File: src/rtl/fault_latch_pkg.sv
/*
 * Shared constants and carrier types for the fault latch and auto-retry
 * block of a dual high-side switch.
 * Assumes a 50 MHz system clock and a classic Wishbone register bus.
 */
package fault_latch_pkg;

    // -------------------------------------------------------------------
    // Timing
    // -------------------------------------------------------------------
    localparam int unsigned CLK_HZ          = 50_000_000;
    localparam int unsigned WAKE_READY_US   = 50;
    localparam int unsigned WAKE_READY_CYC  =
        (WAKE_READY_US * (CLK_HZ / 1_000_000));
    localparam int unsigned RETRY_PERIOD_US = 10_000;
    localparam int unsigned RETRY_PERIOD_CYC =
        (RETRY_PERIOD_US * (CLK_HZ / 1_000_000));
    localparam logic [4:0]  RETRY_LIMIT     = 5'h10;
    localparam int unsigned NUM_OUT         = 2;

    // -------------------------------------------------------------------
    // Register offsets (byte addresses)
    // -------------------------------------------------------------------
    localparam logic [7:0] CTRL_OFS   = 8'h00;
    localparam logic [7:0] OCCFG_OFS  = 8'h04;
    localparam logic [7:0] FAULT_OFS  = 8'h08;
    localparam logic [7:0] STATE_OFS  = 8'h0C;

    // CTRL fields
    localparam int unsigned ON_POS      = 0;  // two bits
    localparam int unsigned DIRDIS_POS  = 2;  // two bits
    localparam int unsigned PWMEN_POS   = 4;
    localparam int unsigned OVDIS_POS   = 5;
    localparam int unsigned WDOG_POS    = 6;
    // OCCFG fields, per output byte at 8*x; cooling slope pairs at 16+2*x
    localparam int unsigned PROF_POS    = 0;  // two bits
    localparam int unsigned SLOPE_POS   = 2;  // two bits
    localparam int unsigned SKIP_POS    = 4;
    localparam int unsigned STEADY_POS  = 5;  // two bits
    localparam int unsigned COOLEN_POS  = 7;
    localparam int unsigned COOLSL_POS  = 16; // two bits per output
    // FAULT fields
    localparam int unsigned OT_POS      = 0;
    localparam int unsigned OC_POS      = 2;
    localparam int unsigned SC_POS      = 4;
    localparam int unsigned OV_POS      = 6;
    localparam int unsigned UV_POS      = 7;

    localparam logic [31:0] RESET_WORD  = 32'h0000_0000;

    // Profiles: 0 discharge lamp (default), 1 large bulb, 2 small bulb
    typedef enum logic [1:0] {
        PROF_LAMP  = 2'b00,
        PROF_LARGE = 2'b01,
        PROF_SMALL = 2'b10
    } oc_profile_e;

    typedef enum logic [1:0] {
        OUT_RUN   = 2'b00,
        OUT_LATCH = 2'b01,
        OUT_WAIT  = 2'b11,
        OUT_DEAD  = 2'b10
    } out_state_e;

    // Analog detector inputs
    typedef struct packed {
        logic [1:0] overtemp;
        logic [1:0] overcurrent;
        logic [1:0] severe_short;
        logic       overvoltage;
        logic       undervoltage;
        logic       logic_supply_fail;
        logic       supply_por;
        logic       fail_safe;
    } detect_s;

    // Per-output overcurrent selection
    typedef struct packed {
        logic [1:0] profile;
        logic       inrush;
        logic [1:0] inrush_slope_sel;
        logic       skip_first_step_bit;
        logic [1:0] steady_level_sel;
        logic       cooling_emulation;
        logic [1:0] cooling_slope_sel;
    } oc_sel_s;

endpackage

File: src/rtl/fault_latch_auto_retry.sv
/*
 * Start-up sequencing, per-output fault latching, status flags, fault pin
 * and bounded auto-retry for a dual high-side switch.
 * Assumes detector inputs asynchronous to clk_sys; registers on Wishbone.
 */
`timescale 1ns/1ps

module fault_latch_auto_retry (
    input  wire logic                      clk_sys,
    input  wire logic                      sys_rst,
    input  wire logic                      wake_reset_pin_n,
    input  wire logic [1:0]                direct_in,
    input  wire fault_latch_pkg::detect_s  detect,
    input  wire logic                      wb_cyc_i,
    input  wire logic                      wb_stb_i,
    input  wire logic                      wb_we_i,
    input  wire logic [7:0]                wb_adr_i,
    input  wire logic [3:0]                wb_sel_i,
    input  wire logic [31:0]               wb_dat_i,
    output logic [31:0]                    wb_dat_o,
    output logic                           wb_ack_o,
    output logic [1:0]                     out_enable,
    output logic                           fault_status_pin_n,
    output logic                           ready,
    output logic                           normal_mode,
    output fault_latch_pkg::oc_sel_s [1:0] oc_sel
);

    // -------------------------------------------------------------------
    // State record
    // -------------------------------------------------------------------
    typedef struct packed {
        logic [2:0]  wake_sync;
        logic [2:0][7:0] det_sync;
        logic [2:0][1:0] in_sync;
        logic        wake_q;
        logic        started;
        logic        watchdog_q;
        logic [11:0] ready_cnt;
        logic [31:0] ctrl;
        logic [31:0] occfg;
        logic [1:0]  ot_flag;
        logic [1:0]  oc_flag;
        logic [1:0]  sc_flag;
        logic        ov_flag;
        logic        uv_flag;
        logic [1:0]  ot_latch;
        logic [1:0]  oc_latch;
        logic [1:0]  sc_latch;
        logic [1:0]  uv_latch;
        logic [1:0]  qual_q;
        logic [1:0]  inrush;
        logic        fs_q;
        logic [1:0][1:0]  st;
        logic [1:0][4:0]  tries;
        logic [1:0][19:0] timer;
        logic [31:0] rdata;
        logic        ack;
    } state_s;

    state_s cur_ff;
    state_s nxt_ff;

    // Synchronised views, except vdd_fail_s, por_s and fs_s taken raw: stage three copies stage two every cycle, with no agreement check
    logic [7:0] det_s;
    logic [1:0] ot_s;
    logic [1:0] oc_s;
    logic [1:0] sc_s;
    logic       ov_s;
    logic       uv_s;
    logic       vdd_fail_s;
    logic       por_s;
    logic       fs_s;
    logic [1:0] in_s;
    logic       wake_s;
    logic       clear_all;
    logic       mode_chg;
    logic [1:0] qual;
    logic [1:0] qual_rise;
    logic       wb_req;
    logic       fault_rd;
    logic       pin_low;

    assign det_s  = (cur_ff.det_sync[1] == cur_ff.det_sync[2])
                  ? cur_ff.det_sync[2] : cur_ff.det_sync[2];
    assign ot_s   = {cur_ff.det_sync[2][1], cur_ff.det_sync[2][0]};
    assign in_s   = cur_ff.in_sync[2];
    assign wake_s = cur_ff.wake_sync[2];

    // -------------------------------------------------------------------
    // Next-state logic
    // -------------------------------------------------------------------
    always_comb begin
        logic [1:0] hit_ot;
        logic [1:0] hit_oc;
        logic [1:0] cond_gone;
        logic [1:0] retry_req;
        logic       ov_stop;
        hit_ot    = '0;
        hit_oc    = '0;
        cond_gone = '0;
        retry_req = '0;
        ov_stop   = 1'b0;
        nxt_ff = cur_ff;

        // Three-stage input synchronisers
        nxt_ff.wake_sync = {cur_ff.wake_sync[1:0], wake_reset_pin_n};
        nxt_ff.det_sync[0] = {detect.undervoltage, detect.overvoltage,
                              detect.severe_short, detect.overcurrent,
                              detect.overtemp};
        nxt_ff.det_sync[1] = cur_ff.det_sync[0];
        nxt_ff.det_sync[2] = (cur_ff.det_sync[1] == cur_ff.det_sync[2])
                           ? cur_ff.det_sync[2] : cur_ff.det_sync[1];
        nxt_ff.in_sync[0] = direct_in;
        nxt_ff.in_sync[1] = cur_ff.in_sync[0];
        nxt_ff.in_sync[2] = cur_ff.in_sync[1];
        nxt_ff.wake_q = wake_s;
        nxt_ff.fs_q   = fs_s;
        nxt_ff.qual_q = qual;
        nxt_ff.ack    = wb_req & ~cur_ff.ack;

        // Wake rising edge: registers to zero, start ready timer
        if (wake_s & ~cur_ff.wake_q) begin
            nxt_ff.ctrl      = fault_latch_pkg::RESET_WORD;
            nxt_ff.occfg     = fault_latch_pkg::RESET_WORD;
            nxt_ff.ready_cnt = 12'(fault_latch_pkg::WAKE_READY_CYC);
            nxt_ff.started   = 1'b0;
        end else if (cur_ff.ready_cnt != 12'h000) begin
            nxt_ff.ready_cnt = cur_ff.ready_cnt - 12'h001;
        end
        // Watchdog bit rising completes start-up
        if (cur_ff.ctrl[fault_latch_pkg::WDOG_POS] & ~cur_ff.watchdog_q
            & (cur_ff.ready_cnt == 12'h000))
            nxt_ff.started = 1'b1;
        nxt_ff.watchdog_q = cur_ff.ctrl[fault_latch_pkg::WDOG_POS];

        // Register writes, per byte lane
        if (wb_req & wb_we_i & ~cur_ff.ack) begin
            for (int b = 0; b < 4; b++) begin
                if (wb_sel_i[b]) begin
                    if (wb_adr_i == fault_latch_pkg::CTRL_OFS)
                        nxt_ff.ctrl[b*8 +: 8] = wb_dat_i[b*8 +: 8];
                    if (wb_adr_i == fault_latch_pkg::OCCFG_OFS)
                        nxt_ff.occfg[b*8 +: 8] = wb_dat_i[b*8 +: 8];
                end
            end
        end

        // Overvoltage: protective stop unless disabled
        ov_stop = uv_s ? 1'b0 : ov_s
                & ~cur_ff.ctrl[fault_latch_pkg::OVDIS_POS];

        for (int x = 0; x < 2; x++) begin
            // Detection while commanded on latches
            if (ot_s[x] & qual[x] & cur_ff.st[x] == 2'b00)
                hit_ot[x] = 1'b1;
            if (oc_s[x] & qual[x] & cur_ff.st[x] == 2'b00)
                hit_oc[x] = 1'b1;
            if (hit_ot[x]) nxt_ff.ot_latch[x] = 1'b1;
            if (hit_oc[x]) nxt_ff.oc_latch[x] = 1'b1;
            if (sc_s[x] & qual[x]) nxt_ff.sc_latch[x] = 1'b1;
            if (uv_s & qual[x]) nxt_ff.uv_latch[x] = 1'b1;
            cond_gone[x] = ~ot_s[x] & ~oc_s[x] & ~sc_s[x] & ~uv_s;
            retry_req[x] = cur_ff.oc_flag[x] | cur_ff.ot_flag[x]
                         | cur_ff.uv_flag;

            // Inrush profile on qualifier rise
            if (qual_rise[x]) nxt_ff.inrush[x] = 1'b1;
            else if (cur_ff.st[x] == 2'b00 & cur_ff.timer[x] == 20'h0)
                nxt_ff.inrush[x] = 1'b0;

            unique case (fault_latch_pkg::out_state_e'(cur_ff.st[x]))
                fault_latch_pkg::OUT_RUN: begin
                    if (nxt_ff.ot_latch[x] | nxt_ff.oc_latch[x]
                        | nxt_ff.sc_latch[x] | nxt_ff.uv_latch[x])
                        nxt_ff.st[x] = fault_latch_pkg::OUT_LATCH;
                    if (cur_ff.timer[x] != 20'h0)
                        nxt_ff.timer[x] = cur_ff.timer[x] - 20'h1;
                end
                fault_latch_pkg::OUT_LATCH: begin
                    nxt_ff.timer[x] =
                        20'(fault_latch_pkg::RETRY_PERIOD_CYC);
                    if (cond_gone[x] & qual_rise[x])
                        nxt_ff.st[x] = fault_latch_pkg::OUT_RUN;
                    else if (cur_ff.sc_latch[x])
                        nxt_ff.st[x] = fault_latch_pkg::OUT_LATCH;
                    else if (retry_req[x]
                             & cur_ff.tries[x] < fault_latch_pkg::RETRY_LIMIT)
                        nxt_ff.st[x] = fault_latch_pkg::OUT_WAIT;
                    else if (retry_req[x])
                        nxt_ff.st[x] = fault_latch_pkg::OUT_DEAD;
                end
                fault_latch_pkg::OUT_WAIT: begin
                    if (cond_gone[x] & qual_rise[x])
                        nxt_ff.st[x] = fault_latch_pkg::OUT_RUN;
                    else if (cur_ff.timer[x] != 20'h0)
                        nxt_ff.timer[x] = cur_ff.timer[x] - 20'h1;
                    else if (cond_gone[x]) begin
                        nxt_ff.tries[x] = cur_ff.tries[x] + 5'h01;
                        nxt_ff.inrush[x] = 1'b1;
                        nxt_ff.timer[x] =
                            20'(fault_latch_pkg::RETRY_PERIOD_CYC);
                        nxt_ff.st[x] = fault_latch_pkg::OUT_RUN;
                    end
                    if (nxt_ff.st[x] == 2'b00 | cur_ff.timer[x] == 20'h0)
                        {nxt_ff.ot_latch[x], nxt_ff.oc_latch[x],
                         nxt_ff.uv_latch[x]} = 3'b000;
                end
                fault_latch_pkg::OUT_DEAD: begin
                    if (cond_gone[x] & qual_rise[x]) begin
                        nxt_ff.st[x] = fault_latch_pkg::OUT_RUN;
                        nxt_ff.tries[x] = 5'h00;
                    end
                end
            endcase
            if (nxt_ff.st[x] == 2'b00 & cur_ff.st[x] != 2'b00 &
                cur_ff.st[x] != 2'b11) begin
                nxt_ff.ot_latch[x] = 1'b0;
                nxt_ff.oc_latch[x] = 1'b0;
                nxt_ff.sc_latch[x] = 1'b0;
                nxt_ff.uv_latch[x] = 1'b0;
            end
        end

        // Flags: read clears, a new event wins over the clear
        if (fault_rd) begin
            nxt_ff.ot_flag = '0;
            nxt_ff.oc_flag = '0;
            nxt_ff.sc_flag = '0;
            nxt_ff.ov_flag = ov_s & cur_ff.ctrl[fault_latch_pkg::OVDIS_POS];
            nxt_ff.uv_flag = 1'b0;
        end
        nxt_ff.ot_flag = nxt_ff.ot_flag | ot_s;
        nxt_ff.oc_flag = nxt_ff.oc_flag | hit_oc;
        nxt_ff.sc_flag = nxt_ff.sc_flag | sc_s;
        nxt_ff.ov_flag = nxt_ff.ov_flag | ov_s;
        nxt_ff.uv_flag = nxt_ff.uv_flag | uv_s;
        if (ov_stop) nxt_ff.ov_flag = 1'b1;

        // Mode changes and supply failures clear latches and retries
        if (clear_all | mode_chg) begin
            nxt_ff.ot_latch = '0;
            nxt_ff.oc_latch = '0;
            nxt_ff.sc_latch = '0;
            nxt_ff.uv_latch = '0;
            nxt_ff.tries    = '0;
            nxt_ff.st       = '0;
        end
        if (clear_all) begin
            nxt_ff.ctrl  = fault_latch_pkg::RESET_WORD;
            nxt_ff.occfg = fault_latch_pkg::RESET_WORD;
        end

        // Read data mux, unmapped reads zero
        unique case (wb_adr_i)
            fault_latch_pkg::CTRL_OFS:  nxt_ff.rdata = cur_ff.ctrl;
            fault_latch_pkg::OCCFG_OFS: nxt_ff.rdata = cur_ff.occfg;
            fault_latch_pkg::FAULT_OFS:
                nxt_ff.rdata = {24'h00_0000, cur_ff.uv_flag, cur_ff.ov_flag,
                                cur_ff.sc_flag, cur_ff.oc_flag,
                                cur_ff.ot_flag};
            fault_latch_pkg::STATE_OFS:
                nxt_ff.rdata = {16'h0000, cur_ff.tries[1][3:0],
                                cur_ff.tries[0][3:0], cur_ff.st[1],
                                cur_ff.st[0], 2'b00, cur_ff.started,
                                ~fs_s};
            default:                    nxt_ff.rdata = 32'h0000_0000;
        endcase
    end

    // -------------------------------------------------------------------
    // Decoded views
    // -------------------------------------------------------------------
    assign oc_s       = {cur_ff.det_sync[2][3], cur_ff.det_sync[2][2]};
    assign sc_s       = {cur_ff.det_sync[2][5], cur_ff.det_sync[2][4]};
    assign ov_s       = cur_ff.det_sync[2][6];
    assign uv_s       = cur_ff.det_sync[2][7];
    assign vdd_fail_s = detect.logic_supply_fail;
    assign por_s      = detect.supply_por;
    assign fs_s       = detect.fail_safe;
    assign clear_all  = vdd_fail_s | por_s | ~wake_s;
    assign mode_chg   = fs_s ^ cur_ff.fs_q;
    assign wb_req     = wb_cyc_i & wb_stb_i;
    assign fault_rd   = wb_req & ~wb_we_i & ~cur_ff.ack
                      & (wb_adr_i == fault_latch_pkg::FAULT_OFS);
    assign qual_rise  = qual & ~cur_ff.qual_q;

    // Qualifier: direct input when not disabled and PWM off, or on bit
    always_comb begin
        for (int x = 0; x < 2; x++) begin
            qual[x] = (in_s[x] & ~cur_ff.ctrl[fault_latch_pkg::DIRDIS_POS+x]
                       & ~cur_ff.ctrl[fault_latch_pkg::PWMEN_POS])
                    | cur_ff.ctrl[fault_latch_pkg::ON_POS+x];
        end
    end

    // Output and pin drive
    always_comb begin
        pin_low = ov_s | uv_s;
        for (int x = 0; x < 2; x++) begin
            out_enable[x] = qual[x] & cur_ff.st[x] == 2'b00
                          & ~(ov_s & ~cur_ff.ctrl[fault_latch_pkg::OVDIS_POS])
                          & ~uv_s & wake_s;
            // Latched fault holds pin; off-state overtemp is live
            pin_low = pin_low | cur_ff.st[x] != 2'b00
                    | ot_s[x] | sc_s[x];
            oc_sel[x].profile = cur_ff.occfg[8*x + fault_latch_pkg::PROF_POS
                                             +: 2];
            oc_sel[x].inrush = cur_ff.inrush[x];
            oc_sel[x].inrush_slope_sel =
                cur_ff.inrush[x] & cur_ff.tries[x] != 5'h00 ? 2'b00 :
                cur_ff.occfg[8*x + fault_latch_pkg::SLOPE_POS +: 2];
            oc_sel[x].skip_first_step_bit =
                cur_ff.occfg[8*x + fault_latch_pkg::SKIP_POS];
            oc_sel[x].steady_level_sel =
                cur_ff.occfg[8*x + fault_latch_pkg::STEADY_POS +: 2];
            oc_sel[x].cooling_emulation =
                cur_ff.occfg[8*x + fault_latch_pkg::COOLEN_POS]
                & cur_ff.occfg[8*x + fault_latch_pkg::PROF_POS]
                & cur_ff.ctrl[fault_latch_pkg::PWMEN_POS] & ~fs_s;
            oc_sel[x].cooling_slope_sel =
                cur_ff.occfg[fault_latch_pkg::COOLSL_POS + 2*x +: 2];
        end
    end

    assign fault_status_pin_n = ~pin_low;
    assign ready       = wake_s & (cur_ff.ready_cnt == 12'h000);
    assign normal_mode = cur_ff.started & ~fs_s;
    assign wb_ack_o    = cur_ff.ack;
    assign wb_dat_o    = cur_ff.rdata;

    // State register
    always_ff @(posedge clk_sys or posedge sys_rst) begin
        if (sys_rst) begin
            cur_ff <= '0;
        end else begin
            cur_ff <= nxt_ff;
        end
    end
endmodule // fault_latch_auto_retry

File: config.mk
export PLATFORM = sky130hd
export DESIGN_NAME = fault_latch_auto_retry
export DESIGN_NICKNAME = d
export VERILOG_FILES = /design/src/rtl/fault_latch_pkg.sv /design/src/rtl/fault_latch_auto_retry.sv
export SDC_FILE = /design/constraint.sdc
export NUM_CORES = 1
export LEC_CHECK = 0
export BUFFER_PORTS_ARGS = -buffer_cell sky130_fd_sc_hd__buf_2
export CAP_MARGIN = 0
export CORE_MARGIN = 5
export CORE_UTILIZATION = 40
export CTS_BUF_LIST = sky130_fd_sc_hd__clkbuf_16
export DETAILED_ROUTE_END_ITERATION = 7
export PLACE_DENSITY = 0.59
export SYNTH_ARGS = -nofsm -noshare
export SYNTH_HDL_FRONTEND = slang
export SYNTH_SLANG_ARGS = --single-unit
File: constraint.sdc
create_clock -name clk_sys -period 9.8 [get_ports clk_sys]
set_clock_uncertainty 0.1 [all_clocks]
set_input_delay 0 -clock clk_sys [delete_from_list [all_inputs] [get_ports clk_sys]]
set_output_delay 0 -clock clk_sys [all_outputs]
set_load 0.01 [all_outputs]
=== Yosys cells after proc, flatten, opt, wreduce, memory -nomap -nowiden ===
Cells that the tools add are included.

* $add $sub $neg: 5
* Multiplexer cells: 117
* Magnitude comparators: 2
* Multipliers: 0
* Bitwise operators: 113
* Shift-type cells: 0
* Equality and inequality tests: 26
* Divide/modulo/power cells: 0
* Reduce and logical (&&, ||, !) cells: 27

{| class="wikitable"
|+ Operators with widths
! cell !! count
|-
| 2-to-1 mux 64 bit || 3
|-
| 2-to-1 mux 20 bit || 8
|-
| 2-to-1 mux 8 bit || 18
|-
| case mux 32 bit (4 select lines) || 1
|-
| case mux 20 bit (3 select lines) || 2
|-
| bitwise AND 1 bit || 62
|-
| 2-to-1 mux 1 bit || 48
|-
| 2-to-1 mux 2 bit || 22
|-
| zero test 20 bit || 2
|-
| 2-to-1 mux 5 bit || 8
|-
| nonzero test 20 bit || 2
|-
| subtractor 20 x 1 -> 20 bit (second input constant) || 2
|-
| inequality test 3 bit (second input constant) || 10
|-
| bitwise OR 1 bit || 26
|-
| 2-to-1 mux 12 bit || 2
|-
| case mux 5 bit (2 select lines) || 2
|-
| NOT 1 bit || 19
|-
| equality test 8 x 4 -> 1 bit (second input constant) || 2
|-
| case mux 2 bit (4 select lines) || 2
|-
| 2-to-1 mux 14 bit || 1
|-
| zero test 12 bit || 1
|-
| zero test 2 bit || 6
|-
| nonzero test 12 bit || 1
|-
| nonzero test 3 bit || 4
|-
| 18 further kinds || 36
|}

* Output and inout bits: 60
* ROM bits: 0
* Bits in latches: 0
* Memories: 0
* Register bits: 220
* RAM bits: 0

=== Logic depth before layout (Yosys ltp) ===
* Depth in word-level cells: 18
* Mapped depth: 10
* Depth with buffers taken out: 8

=== Worst setup path after synthesis ===
Ideal clock, no wire load.

* Kind: flip-flop to flip-flop
* Start point: register cur_ff[47] (netlist bit)
* End point: register cur_ff[34] (netlist bit)
* Setup time: 0.122 ns
* Data required time: 9.578 ns
* Stages on the path, launching flop included: 9
* Data arrival time: 2.491 ns
* Path slack: 7.087 ns
* Path through: dfrtp_1 > or4_4 > or4_4 > buf_6 > o32ai_2 > or2_1 > buf_4 > nand2b_1 > o2bb2ai_1

* Word-level cells in the longest chain between the ends: 4

{| class="wikitable"
|+ Ends and longest elaborated chain
! item !! line !! source
|-
| start: declaration || fault_latch_auto_retry.sv:61 || <nowiki>state_s cur_ff;</nowiki>
|-
| start signal: assignment || fault_latch_auto_retry.sv:337 || <nowiki>cur_ff <= nxt_ff;</nowiki>
|-
| nonzero test 20 bit * || fault_latch_auto_retry.sv:177, fault_latch_auto_retry.sv:196 ||
|-
| 2-to-1 mux 20 bit || fault_latch_auto_retry.sv:196 || <nowiki>else if (cur_ff.timer[x] != 20'h0)</nowiki>
|-
| 2-to-1 mux 20 bit || fault_latch_auto_retry.sv:194 || <nowiki>if (cond_gone[x] & qual_rise[x])</nowiki>
|-
| case mux 20 bit (3 select lines) || fault_latch_auto_retry.sv:172 || <nowiki>unique case (fault_latch_pkg::out_state_e'(cur_ff.st[x]))</nowiki>
|}

Every way passes the cells marked *; elsewhere a longest branch is shown, timed or not. The select of a mux whose other input is x is not followed.
A chain may end at the register's enable or synchronous reset.

==> results.json <==
{
  "vdd.ir_drop.worst_uv": 129.9,
  "core_um2": 25250,
  "fmax_mhz": 211.5,
  "synth-simple-area-share_pct": 21.53,
  "worstMarginPinSlew_ns": 0.9740,
  "final_cell_mix": "220 x dfrtp_1, 122 x buf_2, 113 x nand2_1",
  "min_period_over_period_pct": 48.26,
  "nets": 1261,
  "synth_edf_count": 0,
  "hold_path_class": "in -> reg",
  "syn_to_final_growth_pct": 20.17,
  "synth_adder_area_share_pct": 0.9713,
  "postRouteAntennaNets": 0,
  "final_common_cell": "dfrtp_1",
  "synth_cells": 1059,
  "final-seq-area_um2": 5505,
  "io_pins": 123,
  "setup_ws_ns": 5.071,
  "ys_warn_count": 0,
  "power.leakage_nw": 5.371,
  "cts_root_buffer": "clkbuf_16",
  "critPathKind": "in -> reg",
  "grt_max_degree": 95,
  "drv_slew": 0,
  "n_antenna_cell": 0,
  "rows": 58,
  "dpl.hpwl_um": 18160,
  "synth_top_family_by_area": "simple AND/OR/NAND/NOR gates",
  "syn_avg_cell_area_um2": 9.731,
  "mappedNetlistNets": 1130,
  "worstPathArrival_ns": 5.08,
  "cp-end-kind": "register",
  "fin_crit_ns": 4.729,
  "combPwrFrac_pct": 12.6,
  "power-per-cell-area_nw_per_um2": 183.5,
  "routed_via_density": 5.327,
  "grt_pass1_vias": 8127,
  "synth_cell_types": 64,
  "synth-seq-cells": 220,
  "initial_core_util_pct": 40.80,
  "setup_viol": 0,
  "cts_inserted_buffers": 24,
  "postRouteWirelength_um": 27180,
  "netlist_area_um2": 10300,
  "rrSetupSlack_ns": 6.37,
  "ys.flop_type": "dfrtp_1",
  "clkLatencyLatePin_ns": 0.51,
  "rsz0062_at_grt": "no",
  "yosys-mux-area-fraction_pct": 4.031,
  "routabilityCongestion": 0.9143,
  "io_buffer_count": 122,
  "slew_headroom_pct": 34.92,
  "die_height_um": 170.5,
  "clock_path_buffers": 3,
  "antenna_found_initial": 1,
  "p_switching_w": 0.0006053,
  "wl_per_cell_um": 17.70,
  "clk_pin_slew_ns": 0.06,
  "setup-tns-final_ns": 0,
  "post-place-ws_ns": 6.482,
  "grt_pass1_wl_um": 44240,
  "die-area_um2": 29070,
  "finalHoldViolations": 0,
  "multiInputGateArea_um2": 4110,
  "synth_seq_area_share_pct": 53.42,
  "clock-sinks": 220,
  "internal_power_w": 0.001667,
  "drv_cap": 0,
  "cts_max_level": 1,
  "die_width_um": 170.5,
  "fill_cells": 2362,
  "drtIter0Drc": 627,
  "cp_max_fo": 18,
  "synth_xor_area_share_pct": 2.380,
  "drive_gt1_share_pct": 15.92,
  "synth_compound_area_share_pct": 10.95,
  "post_cts_resized": 0,
  "firstDrtPassIters": 5,
  "status": "finished, final reports clean",
  "cts_tree": "built",
  "synthArstFlopShare_pct": 100.0,
  "power_frac_seq_pct": 47.6,
  "drc": 0,
  "grt_overflow": 0,
  "gr-usage-all-layers_pct": 18.65,
  "switching_share_pct": 26.64,
  "cp-start-kind": "input pin",
  "clkPwrFrac_pct": 39.8,
  "worstPathRequired_ns": 10.15,
  "via_count": 8182
}
synthesized netlist by cell type, types with 4 or more instances:
| library cell | n | area, µm² |
|---|---|---|
| and3_1 | 13 | 81.33 |
| nand2b_1 | 9 | 56.30 |
| ha_1 | 8 | 100.1 |
| or4_1 | 13 | 97.59 |
| nor3b_1 | 4 | 30.03 |
| nor3_1 | 32 | 160.2 |
| dfrtp_1 | 220 | 5505 |
| o31ai_1 | 7 | 52.55 |
| clkbuf_1 | 46 | 172.7 |
| or2_2 | 4 | 25.02 |
| mux4_2 | 6 | 135.1 |
| xor2_1 | 4 | 35.03 |
| a21oi_1 | 101 | 505.5 |
| o21ai_1 | 10 | 50.05 |
| nor2_1 | 93 | 349.1 |
| or3_1 | 17 | 106.4 |
| buf_2 | 4 | 20.02 |
| nand2_1 | 113 | 424.2 |
| o211ai_1 | 5 | 37.54 |
| nor2b_1 | 8 | 50.05 |
| o41ai_1 | 4 | 35.03 |
| o21ai_0 | 30 | 150.1 |
| mux2i_1 | 28 | 280.3 |
| xnor2_1 | 24 | 210.2 |
| buf_4 | 49 | 367.9 |
| a21o_1 | 7 | 52.55 |
| nand4_1 | 4 | 25.02 |
| nand3_1 | 85 | 425.4 |
| nand3b_1 | 4 | 30.03 |
| nor4_1 | 18 | 112.6 |
| inv_1 | 29 | 108.9 |
| and2_1 | 16 | 100.1 |
worst max-delay path: stages:
cell           delay, ns
dlygate4sd3_1       0.53
buf_2               0.12
nor4_1              0.16
dlygate4sd3_1       0.58
buf_4               0.14
nand3b_1            0.67
nor3b_1             1.08
and2_1              0.41
nand2_1             0.10
dlygate4sd3_1       0.57
a21oi_1             0.13
dlygate4sd3_1       0.57
cell type report:
cell class,count,area share [%]
Sequential cell,220,44.46
Clock buffer,25,5.052
Clock inverter,17,1.283
Tap cell,330,3.334
Timing Repair Buffer,208,11.74
Multi-Input combinational cell,707,33.19
Inverter,29,0.9397
repair_timing:
| action | 4_1_cts | 5_1_grt |
|---|---|---|
| hold buffers | 79 | 0 |
| hold endpoints to repair | 185 | 0 |
| setup buffers | 0 | 0 |
| endpoints found under the setup margin | 0 | 0 |
per-stage QoR:
step	instance area, µm²	utilization [%]	hold slack, ns	power (W)	std cells
2_1_floorplan	10300	-	-0.06857	0.001284	1059
3_3_place_gp	10810	42.80	0.009260	0.001359	1415
3_5_place_dp	10810	42.80	0.01137	0.001367	1415
4_1_cts	12380	49.03	0.01132	0.002294	1536
5_1_grt	12380	49.03	0.02624	0.002390	1536
6_report	12380	49.03	0.03088	0.002273	1536
metal layers:
metal	share of wire (%)	vias up	global-route usage (%)
li1	-	3903	-
met3	6.5	42	2.819
met2	46	262	29.75
met1	46	3975	27.42
met5	0	-	0
met4	1.6	0	3.576
power groups by stage:
| stage | Combinational, W | Clock, W | Sequential, W |
|---|---|---|---|
| after detailed placement | 0.000273 | 0 | 0.00109 |
| after CTS | 0.000290 | 0.000923 | 0.00108 |
| after global routing | 0.000330 | 0.000965 | 0.00110 |
| after floorplan | 0.000213 | 0 | 0.00107 |
| after global placement | 0.000265 | 0 | 0.00109 |
| final | 0.000287 | 0.000904 | 0.00108 |
cell families after synthesis:
group           count (synthesis)
compound gates                190
buf+inv                       132
xor+xnor                       28
fa+ha+maj                       8
mux                            34
simple gates                  447
flops                         220
sequential cells by signal (all words and copies together), names as in the netlist:
name      flops
cur_ff      161
wb_dat_o     32
oc_sel       16
det_s         8
in_s          2
wb_ack_o      1
worst paths after layout:
path                                  start          end  cells after the start
worst max register to register     wb_ack_o  cur_ff[165]                      7
max in group asynchronous           sys_rst  cur_ff[177]                      4
worst min register to register  cur_ff[200]  cur_ff[208]                      0
worst max-delay path            wb_adr_i[4]  cur_ff[165]                     12
worst min-delay path                wb_we_i  cur_ff[107]                      3
min in group asynchronous           sys_rst   cur_ff[45]                      3
Note: power is estimated with default switching activity, not from simulation.
